<file path="src/hdl/amtt_pkg.sv">
package amtt_pkg;
    // register offsets
    localparam logic [7:0] STATUS_ONE_ADDR = 8'h41;
    localparam logic [7:0] STATUS_TWO_ADDR = 8'h42;
    localparam logic [7:0] MASK_ONE_ADDR = 8'h74;
    localparam logic [7:0] MASK_TWO_ADDR = 8'h75;
    localparam logic [7:0] CONFIG_THREE_ADDR = 8'h78;
    localparam logic [7:0] TIME_COUNT_ADDR = 8'h79;
    localparam logic [7:0] TIME_LIMIT_ADDR = 8'h7a;
    localparam logic [7:0] CONFIG_FOUR_ADDR = 8'h7d;
    // field positions
    localparam int SUMMARY_BIT = 7;
    localparam int FAN_FOUR_BIT = 5;
    localparam int OVERTEMP_BIT = 1;
    localparam int ALERT_EN_BIT = 0;
    localparam int THERMAL_THROTTLE_PIN_EN_BIT = 1;
    localparam int FULL_SPEED_ON_THROTTLE_BIT = 2;
    localparam logic [7:0] STATUS_ONE_USED = 8'h76;
    localparam logic [7:0] STATUS_TWO_USED = 8'hfe;
    // pin nine function codes
    localparam logic [1:0] PIN9_SPEED = 2'h1;
    localparam logic [1:0] PIN9_THERMAL = 2'h0;
    localparam logic [1:0] PIN9_ALERT = 2'h3;
    localparam logic [1:0] PIN9_GPIO = 2'h2;
    // reset values
    localparam logic [7:0] MASK_RESET = 8'h00;
    localparam logic [7:0] LIMIT_RESET = 8'h00;
    localparam logic [7:0] CONFIG_THREE_RESET = 8'h00;
    localparam logic [1:0] CONFIG_FOUR_RESET = PIN9_SPEED;
    localparam logic [7:0] COUNT_FULL = 8'hff;
    // timing
    localparam real CLK_MHZ = 25.0;
    localparam real TIMER_LSB_MS = 22.76;
    localparam int unsigned TIMER_LSB_CYCLES =
        int'(TIMER_LSB_MS * CLK_MHZ * 1000.0);
endpackage : amtt_pkg

</file>
<file path="src/hdl/amtt_timer_if.sv">
`timescale 1ns/1ps
interface amtt_timer_if;
    logic active;
    logic rd_clr;
    logic [7:0] limit;
    logic [7:0] count;
    logic over;
    modport ctl (output active, output rd_clr, output limit,
                 input count, input over);
    modport tmr (input active, input rd_clr, input limit,
                 output count, output over);
endinterface : amtt_timer_if

</file>
<file path="src/hdl/amtt_throttle_timer.sv">
`timescale 1ns/1ps
module amtt_throttle_timer #(
    parameter int unsigned LSB_CYCLES = amtt_pkg::TIMER_LSB_CYCLES
) (
    input wire logic ref_clk, // block clock
    input wire logic rst, // synchronous reset
    input wire logic ce, // clock enable
    amtt_timer_if.tmr tif // timer control and result
);
    logic [19:0] pre_reg;
    logic [7:0] units_reg;
    logic seen_reg;

    ////////////////////////////////////////////////////////////////////////
    // accumulate assertion time in lsb units, saturating
    always_ff @(posedge ref_clk) begin
        if (rst) begin
            pre_reg <= 20'h00000;
            units_reg <= 8'h00;
            seen_reg <= 1'b0;
        end else if (ce) begin
            if (tif.rd_clr) begin
                pre_reg <= 20'h00000;
                units_reg <= 8'h00;
                seen_reg <= tif.active;
            end else if (tif.active) begin
                seen_reg <= 1'b1;
                if (pre_reg == 20'(LSB_CYCLES - 1)) begin
                    pre_reg <= 20'h00000;
                    if (units_reg != amtt_pkg::COUNT_FULL) begin
                        units_reg <= units_reg + 8'h01;
                    end
                end else begin
                    pre_reg <= pre_reg + 20'h00001;
                end
            end
        end
    end

    // first assertion shows as 1 until two lsb units have passed
    assign tif.count = (units_reg == 8'h00 && seen_reg) ? 8'h01
                                                        : units_reg;
    assign tif.over = tif.count > tif.limit;
endmodule : amtt_throttle_timer

</file>
<file path="src/hdl/amtt_top.sv">
// Overview of operation
// - mask blocks alert, status still sets
// - mask one bit7 gates status-two summary
// - mask one bits suppress temp/supply alerts
// - mask two bits suppress diode/fan/overtemp
// - thermal mode: mask bit5 gates timer
// - alert off at reset; enable bit0 gates pin five only, pin nine alert needs only config four
// - config four selects pin nine function
// - thermal input idle until enable set
// - full_speed_on_throttle runs running fans full speed
// - timer counts only while input asserted
// - clear on read; saturate at full
// - bit0 first assertion; lsb 22.76ms
// - read during assertion restarts at one
// - timer compared to programmable limit
// - over limit sets status, alert unmasked
// - limit 0 first assertion; 1 later
// - status sticky except status two overtemp bit, which follows its cause; clears when ended
// - alert held until status read, except overtemp alert which drops when the cause ends
// - status one bit7 shows status two
`timescale 1ns/1ps
module amtt_top #(
    parameter int unsigned LSB_CYCLES = amtt_pkg::TIMER_LSB_CYCLES,
    parameter int FANS = 4
) (
    input wire logic ref_clk, // 25 MHz clock
    input wire logic rst, // synchronous reset
    input wire logic ce, // clock enable
    input wire logic [7:0] reg_addr, // register offset
    input wire logic [7:0] reg_wdata, // write data
    input wire logic reg_wr, // write strobe
    input wire logic reg_rd, // read strobe
    output logic [7:0] reg_rdata, // read data, next cycle
    input wire logic [7:0] fault_one, // status one out-of-limit levels
    input wire logic [7:0] fault_two, // status two out-of-limit levels
    input wire logic [FANS-1:0] fan_running, // fan already running
    output logic [FANS-1:0] fan_full_speed_on_throttle, // force fan to full duty
    input wire logic pin9_in, // pin nine level
    output logic pin9_out, // pin nine drive level
    output logic pin9_oe, // pin nine drive enable
    output logic pin5_out, // pin five drive level
    output logic pin5_oe, // pin five drive enable
    output logic fan_four_speed_input // tach four level to fan logic
);
    logic [7:0] mask_one_reg;
    logic [7:0] mask_two_reg;
    logic [7:0] cfg_three_reg;
    logic [1:0] cfg_four_reg;
    logic [7:0] time_limit_reg;
    logic [7:0] status_one_reg;
    logic [7:0] status_two_reg;
    logic [7:0] reg_rdata_reg;
    logic p9_meta_reg;
    logic p9_sync_reg;
    logic alert_req_reg;
    logic pin5_oe_reg;
    logic pin9_oe_reg;
    logic speed_reg;
    logic [FANS-1:0] full_speed_on_throttle_reg;
    logic wr_en;
    logic rd_en;
    logic rd_st1;
    logic rd_st2;
    logic thermal_throttle_pin_sel;
    logic thermal_act;
    logic [7:0] st1_next;
    logic [7:0] st2_next;
    logic [7:0] cond_two;
    logic alert_next;

    amtt_timer_if tif ();

    amtt_throttle_timer #(
        .LSB_CYCLES(LSB_CYCLES)
    ) u_timer (
        .ref_clk(ref_clk),
        .rst(rst),
        .ce(ce),
        .tif(tif)
    );

    ////////////////////////////////////////////////////////////////////////
    // decode
    assign wr_en = ce & reg_wr;
    assign rd_en = ce & reg_rd;
    assign rd_st1 = rd_en && reg_addr == amtt_pkg::STATUS_ONE_ADDR;
    assign rd_st2 = rd_en && reg_addr == amtt_pkg::STATUS_TWO_ADDR;
    assign tif.rd_clr = rd_en
        && reg_addr == amtt_pkg::TIME_COUNT_ADDR;
    assign tif.limit = time_limit_reg;

    ////////////////////////////////////////////////////////////////////////
    // writable registers
    always_ff @(posedge ref_clk) begin
        if (rst) begin
            mask_one_reg <= amtt_pkg::MASK_RESET;
            mask_two_reg <= amtt_pkg::MASK_RESET;
            cfg_three_reg <= amtt_pkg::CONFIG_THREE_RESET;
            cfg_four_reg <= amtt_pkg::CONFIG_FOUR_RESET;
            time_limit_reg <= amtt_pkg::LIMIT_RESET;
        end else if (wr_en) begin
            unique case (reg_addr)
                amtt_pkg::MASK_ONE_ADDR: mask_one_reg <= reg_wdata;
                amtt_pkg::MASK_TWO_ADDR: mask_two_reg <= reg_wdata;
                amtt_pkg::CONFIG_THREE_ADDR: cfg_three_reg <= reg_wdata;
                amtt_pkg::CONFIG_FOUR_ADDR: cfg_four_reg <= reg_wdata[1:0];
                amtt_pkg::TIME_LIMIT_ADDR: time_limit_reg <= reg_wdata;
                default: ;
            endcase
        end
    end

    ////////////////////////////////////////////////////////////////////////
    // pin nine synchroniser and thermal input
    always_ff @(posedge ref_clk) begin
        if (rst) begin
            p9_meta_reg <= 1'b1;
            p9_sync_reg <= 1'b1;
        end else if (ce) begin
            p9_meta_reg <= pin9_in;
            p9_sync_reg <= p9_meta_reg;
        end
    end

    assign thermal_throttle_pin_sel = cfg_four_reg == amtt_pkg::PIN9_THERMAL;
    assign thermal_act = thermal_throttle_pin_sel
        && cfg_three_reg[amtt_pkg::THERMAL_THROTTLE_PIN_EN_BIT]
        && !p9_sync_reg;
    assign tif.active = thermal_act;

    ////////////////////////////////////////////////////////////////////////
    // status registers: sticky except status two overtemp bit, cleared by read once cause ended
    always_comb begin
        cond_two = fault_two & amtt_pkg::STATUS_TWO_USED;
        cond_two[amtt_pkg::FAN_FOUR_BIT] = thermal_throttle_pin_sel ? tif.over
            : fault_two[amtt_pkg::FAN_FOUR_BIT];
        // a live cause wins over the read clear
        st1_next = (fault_one & amtt_pkg::STATUS_ONE_USED)
            | (rd_st1 ? 8'h00 : status_one_reg);
        st2_next = cond_two | (rd_st2 ? 8'h00 : status_two_reg);
        st2_next[amtt_pkg::OVERTEMP_BIT] =
            cond_two[amtt_pkg::OVERTEMP_BIT];
    end

    always_ff @(posedge ref_clk) begin
        if (rst) begin
            status_one_reg <= 8'h00;
            status_two_reg <= 8'h00;
        end else if (ce) begin
            status_one_reg <= st1_next;
            status_two_reg <= st2_next;
        end
    end

    ////////////////////////////////////////////////////////////////////////
    // alert: or of unmasked status bits plus gated summary
    always_comb begin
        alert_next = |(status_one_reg & ~mask_one_reg
                       & amtt_pkg::STATUS_ONE_USED)
            | |(status_two_reg & ~mask_two_reg
                & amtt_pkg::STATUS_TWO_USED)
            | (|status_two_reg
               & !mask_one_reg[amtt_pkg::SUMMARY_BIT]);
    end

    always_ff @(posedge ref_clk) begin
        if (rst) begin
            alert_req_reg <= 1'b0;
            pin5_oe_reg <= 1'b0;
            pin9_oe_reg <= 1'b0;
        end else if (ce) begin
            alert_req_reg <= alert_next;
            pin5_oe_reg <= alert_next
                && cfg_three_reg[amtt_pkg::ALERT_EN_BIT];
            pin9_oe_reg <= alert_next
                && cfg_four_reg == amtt_pkg::PIN9_ALERT;
        end
    end

    assign pin5_out = 1'b0;
    assign pin9_out = 1'b0;
    assign pin5_oe = pin5_oe_reg;
    assign pin9_oe = pin9_oe_reg;

    ////////////////////////////////////////////////////////////////////////
    // tach four pass-through and fan full_speed_on_throttle
    always_ff @(posedge ref_clk) begin
        if (rst) begin
            speed_reg <= 1'b1;
        end else if (ce) begin
            speed_reg <= cfg_four_reg == amtt_pkg::PIN9_SPEED
                ? p9_sync_reg : 1'b1;
        end
    end
    assign fan_four_speed_input = speed_reg;

    generate
        for (genvar i = 0; i < FANS; i++) begin : g_full_speed_on_throttle
            always_ff @(posedge ref_clk) begin
                if (rst) begin
                    full_speed_on_throttle_reg[i] <= 1'b0;
                end else if (ce) begin
                    full_speed_on_throttle_reg[i] <= thermal_act
                        && cfg_three_reg[amtt_pkg::FULL_SPEED_ON_THROTTLE_BIT]
                        && fan_running[i];
                end
            end
        end
    endgenerate
    assign fan_full_speed_on_throttle = full_speed_on_throttle_reg;

    ////////////////////////////////////////////////////////////////////////
    // read data
    always_ff @(posedge ref_clk) begin
        if (rst) begin
            reg_rdata_reg <= 8'h00;
        end else if (rd_en) begin
            unique case (reg_addr)
                amtt_pkg::STATUS_ONE_ADDR:
                    reg_rdata_reg <= {|status_two_reg,
                                      status_one_reg[6:0]};
                amtt_pkg::STATUS_TWO_ADDR: reg_rdata_reg <= status_two_reg;
                amtt_pkg::MASK_ONE_ADDR: reg_rdata_reg <= mask_one_reg;
                amtt_pkg::MASK_TWO_ADDR: reg_rdata_reg <= mask_two_reg;
                amtt_pkg::CONFIG_THREE_ADDR: reg_rdata_reg <= cfg_three_reg;
                amtt_pkg::TIME_COUNT_ADDR: reg_rdata_reg <= tif.count;
                amtt_pkg::TIME_LIMIT_ADDR: reg_rdata_reg <= time_limit_reg;
                amtt_pkg::CONFIG_FOUR_ADDR:
                    reg_rdata_reg <= {6'h00, cfg_four_reg};
                default: reg_rdata_reg <= 8'h00;
            endcase
        end
    end
    assign reg_rdata = reg_rdata_reg;
endmodule : amtt_top

</file>
<file path="config.mk">
export PLATFORM = sky130hd
export DESIGN_NAME = amtt_top
export DESIGN_NICKNAME = d
export VERILOG_FILES = /design/src/hdl/amtt_pkg.sv /design/src/hdl/amtt_timer_if.sv /design/src/hdl/amtt_throttle_timer.sv /design/src/hdl/amtt_top.sv
export SDC_FILE = /design/constraint.sdc
export NUM_CORES = 1
export LEC_CHECK = 0
export ABC_CLOCK_PERIOD_IN_PS = 2750
export CORE_ASPECT_RATIO = 1.1
export CORE_MARGIN = 3
export CORE_UTILIZATION = 28
export CTS_BUF_LIST = sky130_fd_sc_hd__clkbuf_4
export DETAILED_ROUTE_END_ITERATION = 10
export DONT_BUFFER_PORTS = 1
export GPL_ROUTABILITY_DRIVEN = 0
export PLACE_DENSITY = 0.43
export SYNTH_ARGS = -nofsm -noshare
export SYNTH_HDL_FRONTEND = slang
export SYNTH_SLANG_ARGS = --single-unit
</file>
<file path="constraint.sdc">
create_clock -name ref_clk -period 2.75 [get_ports ref_clk]
set_clock_uncertainty 0.2 [all_clocks]
set_input_delay 0.55 -clock ref_clk [delete_from_list [all_inputs] [get_ports ref_clk]]
set_output_delay 0.55 -clock ref_clk [all_outputs]
set_load 0.05 [all_outputs]
</file>
== Word level (Yosys, flattened, before mapping) ==
Index checks and enable logic that the tools add are counted.

* Input port bits: 42
* Flip-flop bits (word level): 96

* Bitwise logic cells: 11
* Add/subtract/negate cells: 2
* Muxes and demuxes: 15
* Equality and inequality tests: 12
* Reductions and logical operators: 30
* Magnitude comparators: 1

{| class="wikitable"
|+ Operator list
! kind !! count
|-
| 8-bit by 7-bit equality test with 1-bit output, second input constant || 8
|-
| 8-bit case mux with 8 select lines || 1
|-
| 20-bit 2-to-1 mux || 3
|-
| 8-bit 2-to-1 mux || 7
|-
| 20-bit by 1-bit adder with 20-bit output, second input constant || 1
|-
| 20-bit equality test, second input constant || 1
|-
| 1-bit logical AND || 13
|-
| 2-bit AND reduction || 6
|-
| 8-bit by 1-bit adder with 8-bit output, second input constant || 1
|-
| 8-bit AND || 1
|-
| 8-bit greater-than comparator || 1
|-
| 8-bit logical NOT || 1
|-
| 8-bit inequality test, second input constant || 1
|-
| 8-bit NOT || 1
|-
| 7-bit by 8-bit OR with 8-bit output || 1
|-
| 8-bit OR || 1
|-
| 8-bit OR reduction || 1
|-
| 7-bit AND || 1
|-
| 7-bit NOT || 1
|-
| 7-bit OR reduction || 1
|-
| 2-bit nonzero test || 3
|-
| 5-bit OR reduction || 1
|-
| 1-bit 2-to-1 mux || 4
|-
| 4-bit AND reduction || 1
|-
| other kinds (6) || 10
|}

== Longest topological paths before layout ==
* Depth in word-level cells: 6
* Depth in mapped cells: 11
* Gate-level depth less buffers: 11

== Cells and area by module ==
From an unflattened synthesis, not the netlist that was laid out.

* Cell total of the unflattened synthesis: 582
* Area, all modules: 4883.4 um^2

{| class="wikitable"
|+ By module, submodules not included
! module !! cells an instance !! times used !! area an instance (um^2)
|-
| amtt_top || 352 || 1 || 3055.4
|-
| amtt_throttle_timer || 230 || 1 || 1828.0
|}

== Worst setup path after synthesis ==
Ideal clock, no wire load.

* Path type: register -> register
* Start: register u_timer.units_reg[2]
* End: register status_two_reg[5]
* Stages on the path, launching flop included: 11
* Path slack: -36 ps
* Data arrival time: 2471 ps
* Buffers on the path: 1
* Setup time: 115 ps
* Path through: dfxtp_1 -> clkbuf_1 -> or4_1 -> nor2_1 -> nor2_1 -> ha_1 -> nor2b_1 -> o211ai_1 -> a2111oi_0 -> nor4_1 -> a2111oi_0

* Cells in the longest elaborated chain, start to end: 6

{| class="wikitable"
|+ RTL lines
! item !! line !! source
|-
| from (decl) || amtt_throttle_timer.sv:11 || <nowiki>logic [7:0] units_reg;</nowiki>
|-
| from (signal assigned) || amtt_throttle_timer.sv:31 || <nowiki>units_reg <= units_reg + 8'h01;</nowiki>
|-
| 8-bit logical NOT || amtt_throttle_timer.sv:41 || <nowiki>assign tif.count = (units_reg == 8'h00 && seen_reg) ? 8'h01</nowiki>
|-
| 1-bit logical AND || amtt_throttle_timer.sv:41 ||
|-
| 8-bit 2-to-1 mux * || amtt_throttle_timer.sv:41 ||
|-
| 8-bit greater-than comparator * || amtt_throttle_timer.sv:43 || <nowiki>assign tif.over = tif.count > tif.limit;</nowiki>
|-
| 1-bit 2-to-1 mux * || amtt_top.sv:135 || <nowiki>cond_two[amtt_pkg::FAN_FOUR_BIT] = thermal_throttle_pin_sel ? tif.over</nowiki>
|-
| 8-bit OR * || amtt_top.sv:140 || <nowiki>st2_next = cond_two | (rd_st2 ? 8'h00 : status_two_reg);</nowiki>
|-
| to (signal assigned) || amtt_top.sv:151 || <nowiki>status_two_reg <= st2_next;</nowiki>
|-
| to (decl) || amtt_top.sv:51 || <nowiki>logic [7:0] status_two_reg;</nowiki>
|}

Mark *: on every way between the ends. The rest lies on a longest branch, timed or not.
A chain may end at the register's enable or synchronous reset.

== Worst setup path in the final report ==
* Start: register u_timer.units_reg[1]
* End: register status_two_reg[5]

The elaborated chain is that of the path after synthesis.

==> metrics.cfg <==
[outcome]
status=finished, violations left
violations=negative setup slack

[power]
p_int_w=0.00168
leakage_nw=1.87
p_sw_w=0.000606
p_seq_frac=0.602
power.density_nw_per_um2=409
switching_share=0.265
power_frac_comb=0.065
vdd_drop_max_v=0.000258
clkPwrFrac=0.333

[synthesis]
synth_flop_cell=dfxtp_1
synth_seq_cells=92
yosysWarnings=0
synth_cells=563
synth_edf_count=0
syn_avg_cell_area_sq_um=8.64
synth.cell_area_sq_um=4860
yosysSeqAreaShare=0.379
yosysUniqueCellTypes=65
async_flop_share=0

[critical_path]
r2r_slack_ns=-0.25
cp-end-kind=flip-flop
r2r-start=u_timer.units_reg[1]
worstSetupPathType=reg2reg
worstPathArrival_ns=3.19
path_max_fanout=2
crit_start=u_timer.units_reg[1]
crit_required_ns=2.94
crit_end=status_two_reg[5]
r2r-end=status_two_reg[5]
r2r_cells=12
critPathLaunchType=flip-flop

[sta]
max_freq_mhz=333
fin_ws_ns=-0.252
worst_pin_slew_ns=0.598
fin_crit_sh=1.09
max_slew_margin=0.598
finalSetupViolCount=1
hold_viol=0
period_minus_slack_ns=3.00
slew_viol_final=0
grt_setup_unrepaired=true

[clock_network]
clk_pin_slew_ns=0.15
cts-root-buf=clkbuf_4
cts_tree=yes
clkLatencyLatePin_ns=0.47
clock-sinks=92
clock_path_buffers=2
cts_buffers=9
htreeDepth=3

[global_route]
grt_max_degree=53
antenna_found_initial=0
grt_first_pass_wirelength_microns=24100
grt.total_usage=0.162
grt-ovfl-total=0
grt_pass1_vias=4260

[drt]
vias=4336
initialDrtViolationCount=344
routedLengthMet1_microns=6590
top_layer=met4
ant_nets=0
dr.pass1.iters=4
vias_per_cell=5.29
wl_met3_microns=665
wl_per_cell_microns=18.6
met2_length_microns=7610
drc=0
drt-total-wl_microns=15300

[layout]
nFillCells=1812
drive_above_1_share=0.136
syn_to_final_growth_pct=14.8
final_cells=819
multi_input_area_sq_um=2840
nets=638
seqCellArea_sq_um=1840
largest_register_ffs=20

[die]
die_y_microns=144
io_pins=59
die_w_microns=132
initial_utilization=0.292
std_cell_rows=49
die_area_sq_um=19000
core_sq_um=16700

[place]
dpl_worst_slack_ns=-0.244
dpl.hpwl_microns=11400
port_buffers=0
numPlacedInstances=787

[min_path]
hold_class=in2reg

[run]
drv_cap=0

how the worst min path moves through the flow:
stage,depth (start not counted),from,slack [ns],to
after global routing,2,reg_wdata[5],0.002,mask_one_reg[5]
after CTS,2,reg_wdata[5],0.0004,mask_one_reg[5]
after floorplan,2,p9_meta_reg,0.24,p9_meta_reg
after global placement,2,p9_meta_reg,0.26,p9_sync_reg
final,2,reg_wdata[5],0.03,mask_one_reg[5]
after detailed placement,2,p9_meta_reg,0.26,p9_sync_reg
critical path, stage by stage (launching register included):
cell       delay (ns)
dfxtp_2          0.35
inv_2            0.07
ha_4             0.12
or4bb_4          0.48
nor2_4           0.10
nor2_1           0.05
ha_1             0.29
nor2b_4          0.13
o211ai_1         0.12
a2111oi_2        0.44
buf_4            0.20
nor2_4           0.04
a2111oi_4        0.34
layer usage:
metal  GRT usage  vias up
met5           0        -
met3      0.0362       26
met2       0.285      115
met1       0.197     2084
li1            -     2111
met4      0.0558        0
cells by family after synthesis:
group | synth area share
and+or+nand+nor | 0.256
AOI/OAI and AO/OA | 0.176
DFF | 0.379
buffers and inverters | 0.0525
muxes | 0.0913
adders and majority gates | 0.0283
xor gates and xnor gates | 0.0162
other | 0.000771
power groups by stage:
stage	Combinational, W	Sequential [W]	Clock (W)
floorplan	0.000111	0.00140	0
global placement	0.000108	0.00141	0
detailed placement	0.000109	0.00141	0
CTS	0.000147	0.00138	0.000792
global route	0.000164	0.00138	0.000862
finish	0.000149	0.00138	0.000761
synth_stat cells, types with 4 or more instances:
library cell | count | area [sq um]
o21ai_0 | 16 | 80.1
nor3_1 | 14 | 70.1
nand3_1 | 15 | 75.1
nor4_1 | 6 | 37.5
nand2b_1 | 8 | 50.1
nor2_1 | 78 | 293
inv_1 | 22 | 82.6
a2111oi_0 | 7 | 61.3
a222oi_1 | 4 | 40.0
a22oi_1 | 15 | 113
clkbuf_1 | 20 | 75.1
a22o_1 | 5 | 43.8
dfxtp_1 | 92 | 1840
nor2b_1 | 16 | 100
mux2i_1 | 41 | 410
xnor2_1 | 6 | 52.6
or4_1 | 6 | 45.0
o31ai_1 | 5 | 37.5
and3_1 | 5 | 31.3
nand4_1 | 9 | 56.3
a21oi_1 | 21 | 105
a211oi_1 | 7 | 52.6
or3_1 | 4 | 25.0
a32oi_1 | 5 | 43.8
o211ai_1 | 5 | 37.5
a31oi_1 | 10 | 62.6
and4_1 | 6 | 52.6
buf_2 | 11 | 55.1
nand2_1 | 40 | 150
ha_1 | 11 | 138
cells in the final DEF (no fill, tap or decap), types with 10 or more instances in the layout:
master | Yosys | final
a31oi_1 | 10 | 10
nand3_1 | 15 | 15
a22oi_1 | 15 | 15
dfxtp_1 | 92 | 90
o21ai_0 | 16 | 16
nor3_1 | 14 | 14
a21oi_1 | 21 | 21
nand2_1 | 40 | 40
inv_1 | 22 | 20
buf_4 | 2 | 32
nor2b_1 | 16 | 15
ha_1 | 11 | 10
nor2_1 | 78 | 76
dlygate4sd3_1 | 0 | 12
mux2i_1 | 41 | 41
through the flow:
step	setup TNS [ns]	hold slack, ns	utilization	total power (W)	cell area, sq um
global route	-0.398	0.00173	0.335	0.00241	5580
detailed placement	-0.244	0.256	0.313	0.00151	5220
finish	-0.252	0.0252	0.335	0.00229	5580
floorplan	0	0.241	-	0.00151	4870
global placement	-0.120	0.261	0.313	0.00151	5220
CTS	-0.175	0.000432	0.330	0.00232	5500
area by class of cell:
class / count / area share
multi-input combinational: 414 / 0.508
sequential: 92 / 0.330
timing repair buffer: 46 / 0.0717
tap: 229 / 0.0513
inverter: 22 / 0.0148
clock buffer: 9 / 0.0121
clock inverter: 6 / 0.0117
antenna: 1 / 0.000448
what timing repair did:
action,4_1_cts,5_1_grt
gates resized for setup,1,16
endpoints found under the hold margin,56,0
pin swaps,1,7
hold buffers,13,0
endpoints found under the setup margin,1,1
setup buffers,0,3
No activity file was read; power rests on OpenSTA's default activity.
